## config.mk

```make
export PLATFORM = sky130hd
export DESIGN_NAME = esr_status_core
export DESIGN_NICKNAME = d
export VERILOG_FILES = /design/src/common/esr_pkg.sv /design/src/core/esr_status_core.sv
export SDC_FILE = /design/constraint.sdc
export NUM_CORES = 1
export LEC_CHECK = 0
export BUFFER_PORTS_ARGS = -buffer_cell sky130_fd_sc_hd__buf_4
export CAP_MARGIN = 0
export CORE_UTILIZATION = 43
export DETAILED_ROUTE_END_ITERATION = 8
export PLACE_DENSITY_LB_ADDON = 0.2
export SLEW_MARGIN = 20
export SYNTH_ARGS = -nofsm -noshare
export SYNTH_HDL_FRONTEND = slang
export SYNTH_SLANG_ARGS = --single-unit
```

## constraint.sdc

```tcl
create_clock -name core_clk -period 1.35 [get_ports core_clk]
set_input_delay 0.2025 -clock core_clk [delete_from_list [all_inputs] [get_ports core_clk]]
set_output_delay 0.2025 -clock core_clk [all_outputs]
set_load 0.005 [all_outputs]
```

## src/common/esr_pkg.sv

```systemverilog
// Package of constants and carriers for the event status reporting block
package esr_pkg;
    // Event status bit positions
    localparam int EV_OPC = 0;
    localparam int EV_QUERY = 2;
    localparam int EV_DEVICE = 3;
    localparam int EV_EXEC = 4;
    localparam int EV_CMD = 5;
    localparam int EV_USER = 6;
    localparam int EV_PWR = 7;
    // Operation status bit positions
    localparam int OP_CAL = 0;
    localparam int OP_SWEEP = 3;
    localparam int OP_MEAS = 4;
    localparam int OP_TRIG = 5;
    localparam int OP_HCOPY = 8;
    localparam int OP_RANGE = 10;
    localparam int OP_ZERO = 15;
    // Implemented-bit masks; other bits of the event latch and operation condition and event views read zero
    localparam logic [7:0] EV_USED = 8'hFD;
    localparam logic [15:0] OP_USED = 16'h0539;
    // Reset values
    localparam logic [7:0] EV_RESET = 8'h80;
    localparam logic [7:0] MASK_RESET = 8'h00;
    localparam logic [15:0] OP_RESET = 16'h0000;
    // Error code ranges
    localparam int DEV_ERR_LO = -399;
    localparam int DEV_ERR_HI = -300;
    localparam int EXE_ERR_LO = -300;
    localparam int EXE_ERR_HI = -200;
    localparam int CMD_ERR_LO = -200;
    localparam int CMD_ERR_HI = -100;
    localparam int ERR_W = 16;
    localparam logic signed [15:0] DEV_ERR_CODE = -16'sd300;
    localparam logic signed [15:0] EXE_ERR_CODE = -16'sd200;
    localparam logic signed [15:0] CMD_ERR_CODE = -16'sd100;

    // Command channel events from the parser
    typedef struct packed {
        logic opcReq;
        logic readNoQuery;
        logic unreadOverrun;
        logic devErr;
        logic signed [15:0] devCode;
        logic execErr;
        logic cmdErr;
    } esr_cmd_s;

    // Live instrument activity
    typedef struct packed {
        logic alignmentInProgress;
        logic sweepActiveFlag;
        logic acquisitionActive;
        logic armedWaiting;
        logic hardcopyBusy;
        logic rangeDone;
    } esr_act_s;

    // Register access strobes
    typedef struct packed {
        logic maskWr;
        logic [7:0] maskData;
        logic opEnWr;
        logic [15:0] opEnData;
        logic evRd;
        logic opEvRd;
    } esr_acc_s;
endpackage

```

## src/core/esr_status_core.sv

```systemverilog
// Event status latch, enable mask and operation status registers
// Functional notes
// - Operation complete set only after all earlier commands finished.
// - Query error bit 2 on unrequested read or unread response.
// - Device error sets bit 3, queues code -300 to -399 or positive.
// - Execution error sets bit 4, queues code -200 to -300.
// - Command error sets bit 5, queues code -100 to -200.
// - Local key request sets bit 6.
// - Power-on sets bit 7 so first read shows it.
// - Writable event enable mask, one bit per event bit.
// - Event status query returns latched event bits.
// - Operation bit 0 high throughout calibration.
// - Operation bits 3 and 4 identical, high during sweep or measurement.
// - Operation bit 5 high while armed for trigger.
// - Operation bit 8 high during hardcopy.
// - Operation bit 10 set per completed range when stop-after-range enabled.
// - Operation bit 15 always zero.
// - Operation status readable as condition and as latched event view.
// - Latched operation events persist until read, even if ended.
// - Reading a latched event part clears it.
// - Event summary is OR of event bits ANDed with mask.
// - Operation summary is OR of operation events ANDed with enables.
`timescale 1ns/1ps
module esr_status_core
#(
    // Width of the queued error code; the packed carrier fixes it at 16
    parameter int CODE_W = esr_pkg::ERR_W,
    // Register widths; the bit map below only fits these
    parameter int EV_W = 8,
    parameter int OP_W = 16
)
(
    // Clock and reset
    input wire logic core_clk,
    input wire logic rstn,
    // Command channel
    input wire esr_pkg::esr_cmd_s cmdEv,
    input wire logic pendingDone,
    input wire logic localKey,
    // Activity and options
    input wire esr_pkg::esr_act_s act,
    input wire logic stopAfterRange,
    // Register access
    input wire esr_pkg::esr_acc_s acc,
    // Read views
    output logic [7:0] eventStatusLatch,
    output logic [7:0] eventStatusMask,
    output logic [15:0] opCondition,
    output logic [15:0] opEvent,
    output logic [15:0] opEnable,
    // Summaries
    output logic eventSummaryFlag,
    output logic opSummary,
    // Error queue push
    output logic errPush,
    output logic signed [15:0] errCode
);
    logic [7:0] ev_q, ev_d, mask_q, evSet;
    logic [15:0] cond_q, cond_d, opEv_q, opEv_d, opEn_q, rise;
    logic opcWait_q, opcWait_d, key_q, push_q, push_d;
    logic signed [15:0] code_q, code_d;
    logic evSum_q, opSum_q;

    // Elaboration checks; other widths would break the fixed bit map
    if (CODE_W != 16)
    begin : g_code_w_check
        $error("esr_status_core: CODE_W must be 16");
    end
    if (EV_W != 8)
    begin : g_ev_w_check
        $error("esr_status_core: EV_W must be 8");
    end
    if (OP_W != 16)
    begin : g_op_w_check
        $error("esr_status_core: OP_W must be 16");
    end

    // Mask bits to implemented positions only
    function automatic logic [15:0] opMasked(input logic [15:0] v);
        return v & esr_pkg::OP_USED;
    endfunction

    // OPC is held pending until the parser reports all earlier commands done
    assign opcWait_d = (opcWait_q | cmdEv.opcReq) & ~pendingDone;
    // Event sources; unused bit 1 never set
    assign evSet[esr_pkg::EV_OPC] = (opcWait_q | cmdEv.opcReq) & pendingDone;
    assign evSet[1] = 1'b0;
    assign evSet[esr_pkg::EV_QUERY] = cmdEv.readNoQuery | cmdEv.unreadOverrun;
    assign evSet[esr_pkg::EV_DEVICE] = cmdEv.devErr;
    assign evSet[esr_pkg::EV_EXEC] = cmdEv.execErr;
    assign evSet[esr_pkg::EV_CMD] = cmdEv.cmdErr;
    assign evSet[esr_pkg::EV_USER] = localKey & ~key_q;
    assign evSet[esr_pkg::EV_PWR] = 1'b0;
    // Set wins over read clear so no event is lost
    assign ev_d = ((acc.evRd ? 8'h00 : ev_q) | evSet) & esr_pkg::EV_USED;

    // Error queue entry, priority device over execution over command
    assign push_d = cmdEv.devErr | cmdEv.execErr | cmdEv.cmdErr;
    assign code_d = cmdEv.devErr ? cmdEv.devCode :
                    cmdEv.execErr ? esr_pkg::EXE_ERR_CODE :
                    cmdEv.cmdErr ? esr_pkg::CMD_ERR_CODE : code_q;

    // Live operation condition
    always_comb
    begin
        cond_d = esr_pkg::OP_RESET;
        cond_d[esr_pkg::OP_CAL] = act.alignmentInProgress;
        cond_d[esr_pkg::OP_SWEEP] = act.sweepActiveFlag | act.acquisitionActive;
        cond_d[esr_pkg::OP_MEAS] = act.sweepActiveFlag | act.acquisitionActive;
        cond_d[esr_pkg::OP_TRIG] = act.armedWaiting;
        cond_d[esr_pkg::OP_HCOPY] = act.hardcopyBusy;
        cond_d[esr_pkg::OP_RANGE] = act.rangeDone & stopAfterRange;
        cond_d[esr_pkg::OP_ZERO] = 1'b0;
    end
    // Rising edges latch into the event view, held until read
    assign rise = opMasked(cond_d & ~cond_q);
    assign opEv_d = opMasked((acc.opEvRd ? 16'h0000 : opEv_q) | rise);

    // Summary masks take a write of this cycle, so the flag never lags it
    logic [7:0] evMaskNext;
    logic [15:0] opEnNext;
    assign evMaskNext = acc.maskWr ? acc.maskData : mask_q;
    assign opEnNext = acc.opEnWr ? acc.opEnData : opEn_q;

    // State registers; power-on bit comes from reset
    always_ff @(posedge core_clk)
    begin
        if (!rstn)
        begin
            ev_q <= esr_pkg::EV_RESET;
            mask_q <= esr_pkg::MASK_RESET;
            opEn_q <= esr_pkg::OP_RESET;
            cond_q <= esr_pkg::OP_RESET;
            opEv_q <= esr_pkg::OP_RESET;
            opcWait_q <= 1'b0;
            key_q <= 1'b0;
            push_q <= 1'b0;
            code_q <= '0;
            evSum_q <= 1'b0;
            opSum_q <= 1'b0;
        end
        else
        begin
            ev_q <= ev_d;
            if (acc.maskWr)
                mask_q <= acc.maskData;
            if (acc.opEnWr)
                opEn_q <= acc.opEnData;
            cond_q <= opMasked(cond_d);
            opEv_q <= opEv_d;
            opcWait_q <= opcWait_d;
            key_q <= localKey;
            push_q <= push_d;
            code_q <= code_d;
            evSum_q <= |(ev_d & evMaskNext);
            opSum_q <= |(opEv_d & opEnNext);
        end
    end

    // Read views come straight from flops
    assign eventStatusLatch = ev_q;
    assign eventStatusMask = mask_q;
    assign opCondition = cond_q;
    assign opEvent = opEv_q;
    assign opEnable = opEn_q;
    assign eventSummaryFlag = evSum_q;
    assign opSummary = opSum_q;
    assign errPush = push_q;
    assign errCode = code_q;
endmodule

```

==> results.toml, run 1 <==
[run_status]
status = "completed"

[clock_network]
htreeDepth = 3
clock-sinks = 63
cts_buffers = 9
ctsResizeCount = 0
cts_root_buffer = "clkbuf_8"
insertion_delay_ns = 0.32
clk_path_buf_depth = 2
cts_hold_buf = 0
cts_setup_buffers = 0
clk_pin_slew_ns = 0.07
cts_tree = "built"

[global_routing]
met3_usage = 0.05868
grt_pass1_vias = 2072
grt_first_pass_wirelength_mm = 9.080
grt_use_met1 = 0.2218
grt_max_degree = 22
grt.total_usage = 0.1952
met2_usage = 0.3198
antenna_found_initial = 0
grt.busiest_layer = "met2"
grt_overflow_total = 0

[floorplan]
die_w_um = 76.51
io_pins = 144
initial_core_util = 0.4558
die_area_um2 = 5854
fp.coreArea_um2 = 5238
die_h_um = 76.51
num_rows = 26

[routing]
drt_wl_total_mm = 5.432
wl_per_cell_um = 12.32
dr.pass1.iters = 4
vias = 2074
drc = 0
drtIter0Drc = 54
drtAntennaViolNets = 0
viasPerCell = 4.703

[yosys]
synth_compound_area_frac = 0.1316
yosysUniqueCellTypes = 29
synth-xor-area-share = 0
avgSynthCellArea_um2 = 9.906
synthSimpleGateAreaFrac = 0.1143
synth_cells = 241
yosys.area.top_type_share = 0.5283
ys_seq_area_frac = 0.5283
ys_warn_count = 0
synthAdderAreaFrac = 0
synthMuxAreaShare = 0.1059
syn_area_um2 = 2387
synth.area.top_cells = "dfxtp_1 (53%), mux2i_1 (8.4%), buf_4 (6.9%)"
synth-seq-cells = 63
synth_top_family_by_area = "compound AO/OA/AOI/OAI gates"
yosysTopAreaCell = "dfxtp_1"

[run]
drv_cap = 0

[placement]
dp_hpwl_mm = 4.105
placed_cells_incl_taps = 425
pre_cts_ws_ns = 0.06930
gp_congestion = 0.7454
port_buffers = 122

[worst_hold_path]
min_path_type = "in2reg"
holdPathStages = 2
hold_end = "opcWait_q"
hp-start = "pendingDone"

[finish]
seqCellArea_um2 = 1261
syn_to_final_growth_pct = 48.11
stdcell_count = 441
multi_input_area_um2 = 918.4
fill_cells = 460
nNetsFinal = 427
diodes = 0
drive_above_1_share = 0.3989

[worst_setup_path]
cp-start-kind = "register"
reg2reg_setup_slack_ns = 0.13
cp_slowest_stage_delay_ns = 0.37
critPathMaxFanout = 2
cp_slowest_cell = "o41a_1"
critPathKind = "reg2reg"
r2r-end = "eventSummaryFlag"
crit_path_end_kind = "register"
worst_ep_required_time_ns = 1.56
cp_top_family = "compound AO/OA/AOI/OAI gates"
crit_buf_inv = 0
critPathArrivalTime_ns = 1.43
worstPathCellList = "a211oi_1 -> o22ai_1 -> o41a_1"
r2r-start = "eventStatusLatch[2]"
reg2reg_depth = 3

[power]
ir_drop_mv = 0.6581
powerDensity_nw_per_um2 = 1296
leakagePower_nw = 1.750

[timing]
finalSetupTns_ns = 0
finalSetupViolations = 0
drv_slew = 0
min_period_ns = 1.220
skew_ns = 0.006689
finalHoldViolCount = 0
fin_crit_sh = 0.9035
rsz0062_at_grt = "no"
layout_setup_ws_ns = 0.1303
max_freq_mhz = 819.9
[cells by family (layout without fill, tap and decap cells)]
group	after synthesis	count (layout)
flops	63	63
simple gates	63	63
buf+inv	48	158
compound gates	42	42
mux	24	24
other cells	1	21
[synthesized netlist by cell type (all sizes together)]
library cell,count
a21oi,12
o41a,1
a211oi,2
inv,14
nor3,5
nand2,4
a31oi,1
o22ai,8
buf,28
a222oi,1
or3,1
and2,8
conb,1
dfxtp,63
o221a,10
a2bb2oi,1
mux2i,20
o21bai,1
o21ai,2
nand2b,3
mux2,4
nor2,42
clkbuf,6
a22oi,3
[flip-flops by register name (all words and copies together), names as in the netlist]
register,cells
opEvent,6
errCode,16
key_q,1
eventSummaryFlag,1
eventStatusMask,8
opCondition,5
opSummary,1
opcWait_q,1
opEnable,16
eventStatusLatch,7
errPush,1
[how the worst max path moves through the flow]
stage	from	to	slack, ns	cells past startpoint
final	eventStatusLatch[2]	eventSummaryFlag	0.13	3
after global routing	eventStatusLatch[2]	eventSummaryFlag	0.04	3
after CTS	eventStatusLatch[2]	eventSummaryFlag	0.12	3
after detailed placement	cmdEv[18]	errCode[9]	0.07	3
after global placement	cmdEv[18]	errCode[10]	0.11	3
after floorplan	acc[27]	eventSummaryFlag	0.21	4
[through the flow]
| step | hold WS, ns | util | total power [W] | cell area [um^2] |
|---|---|---|---|---|
| after floorplan | 0.2818 | - | 0.002387 | 2462 |
| after global routing | 0.02598 | 0.6751 | 0.004802 | 3536 |
| final | 0.04710 | 0.6751 | 0.004584 | 3536 |
| after global placement | 0.3732 | 0.6288 | 0.002710 | 3293 |
| after CTS | 0.03003 | 0.6751 | 0.004643 | 3536 |
| after detailed placement | 0.3849 | 0.6288 | 0.002721 | 3293 |
[cell type report]
class | instances | share of cell area
clock buffer | 14 | 0.05166
clock inverter | 2 | 0.01699
inverter | 14 | 0.01486
multi-input combinational | 150 | 0.2597
sequential | 63 | 0.3567
tap | 70 | 0.02477
timing repair buffer | 128 | 0.2753
[cell usage in the layout (no fill, tap or decap), drive strengths merged, types with 5 or more instances in the layout]
cell type	Yosys	routed
dfxtp	63	63
o221a	10	10
clkbuf	6	14
nor3	5	5
buf	28	128
mux2i	20	20
conb	1	21
and2	8	8
o22ai	8	8
nor2	42	42
inv	14	14
a21oi	12	12
[metal layers]
| metal | up-vias | share of wire |
|---|---|---|
| met4 | 0 | 0.025 |
| li1 | 1028 | - |
| met2 | 91 | 0.48 |
| met5 | - | 0 |
| met3 | 14 | 0.077 |
| met1 | 941 | 0.42 |
[power breakdown]
part           switching, W  internal, W  total [W]
Clock              0.000664      0.00124    0.00191
Combinational      0.000254     0.000377   0.000631
Sequential        0.0000636      0.00198    0.00205
Total              0.000982      0.00360    0.00458
No activity file was read; power rests on OpenSTA's default activity.
==> run 2: changes to the inputs <==
--- a/config.mk
+++ b/config.mk
@@ -7,6 +7,7 @@
 export LEC_CHECK = 0
 export BUFFER_PORTS_ARGS = -buffer_cell sky130_fd_sc_hd__buf_4
 export CAP_MARGIN = 0
+export CORE_ASPECT_RATIO = 2
 export CORE_UTILIZATION = 43
 export DETAILED_ROUTE_END_ITERATION = 8
 export PLACE_DENSITY_LB_ADDON = 0.2
==> run 2 against run 1 <==
Via count is 0.53% lower. Sequential power about the same. Non-clock buffer count unchanged. Critical endpoint unchanged. Clock skew is 0.0015 ns lower.
==> results.toml, run 2 (synthesis gave the netlist of run 1 again) <==
[run_status]
status = "completed"

[worst_setup_path]
critPathLaunch = "eventStatusLatch[3]"
critPathMaxFanout = 2
worst_ep_required_time_ns = 1.56
reg2reg_depth = 3
critPathKind = "reg2reg"
r2r-start = "eventStatusLatch[3]"
crit_path_end_kind = "register"
critPathArrivalTime_ns = 1.42
cp-start-kind = "register"

[floorplan]
initial_core_util = 0.4443
io_pins = 144
die_h_um = 107.4
num_rows = 38
fp.coreArea_um2 = 5373
die_area_um2 = 5872
die_w_um = 54.69

[clock_network]
insertion_delay_ns = 0.32
ctsResizeCount = 0
cts_setup_buffers = 0
htreeDepth = 3
cts_buffers = 9
clock-sinks = 63
cts_root_buffer = "clkbuf_8"
cts_tree = "built"
clk_pin_slew_ns = 0.06
cts_hold_buf = 0
clk_path_buf_depth = 2

[routing]
vias = 2063
dr.pass1.iters = 5
wl_per_cell_um = 13.21
drt_wl_total_mm = 5.682
viasPerCell = 4.798
drc = 0
drtIter0Drc = 32
drtAntennaViolNets = 0

[finish]
syn_to_final_growth_pct = 45.18
final_cell_mix = "buf_4 (128), dfxtp_1 (63), nor2_1 (42)"
multi_input_area_um2 = 918.4
nNetsFinal = 427
seqCellArea_um2 = 1261
diodes = 0
postLayoutCoreUtil = 0.6451
fill_cells = 481
final_common_cell = "buf_4"
drive_above_1_share = 0.3973

[timing]
finalHoldViolCount = 0
max_freq_mhz = 828.4
drv_slew = 0
rsz0062_at_grt = "no"
fin_crit_sh = 0.8942
layout_setup_ws_ns = 0.1428
finalSetupTns_ns = 0
skew_ns = 0.005185
finalSetupViolations = 0
min_period_ns = 1.207

[power]
powerDensity_nw_per_um2 = 1235
ir_drop_mv = 0.8727
leakagePower_nw = 1.721

[global_routing]
grt_max_degree = 26
antenna_found_initial = 0
grt.total_usage = 0.2037
grt_first_pass_wirelength_mm = 8.507
grt_overflow_total = 0
grt_pass1_vias = 1875

[worst_hold_path]
holdPathStages = 2
hp-start = "pendingDone"
min_path_type = "in2reg"

[run]
drv_cap = 0

[placement]
dp_hpwl_mm = 4.334
port_buffers = 122
gp_congestion = 0.7381
pre_cts_ws_ns = 0.05569
run 2: path summary, 6_finish.rpt:
| check | end | slack (ns) |
|---|---|---|
| setup / recovery | eventSummaryFlag | 0.14 |
| hold / removal | opcWait_q | 0.06 |
| setup reg to reg | eventSummaryFlag | 0.14 |
| hold reg to reg | opcWait_q | 0.48 |
run 2: cell type report:
type / count / share of cell area
timing repair buffer: 128 / 0.2773
tap: 60 / 0.02166
clock buffer: 12 / 0.04477
sequential: 63 / 0.3639
multi-input combinational: 150 / 0.2650
clock inverter: 3 / 0.01227
inverter: 14 / 0.01516
run 2: layer usage:
metal | vias up | track usage | part of all wire
met1 | 952 | 0.1961 | 0.35
li1 | 1022 | - | -
met5 | - | 0 | 0
met3 | 2 | 0.05085 | 0.058
met2 | 87 | 0.3666 | 0.58
met4 | 0 | 0.1044 | 0.0065
run 2: worst max-delay path, cell delays in order, from the launching register on:
cell,delay (ns)
dfxtp_1,0.32
a21oi_1,0.26
o22ai_1,0.11
o41a_1,0.40
run 2: through the flow:
step	hold slack (ns)	power, W	cell area, um^2	instances
after floorplan	0.2818	0.002387	2462	261
after global placement	0.3767	0.002713	3268	415
after detailed placement	0.3870	0.002721	3268	415
after CTS	0.03521	0.004331	3466	430
after global routing	0.03923	0.004482	3466	430
final	0.05727	0.004279	3466	430
run 2: power by group:
part / switching (W) / internal (W) / total (W)
combinational: 0.000258 / 0.000373 / 0.000631
clock: 0.000661 / 0.000941 / 0.00160
sequential: 0.0000648 / 0.00198 / 0.00205
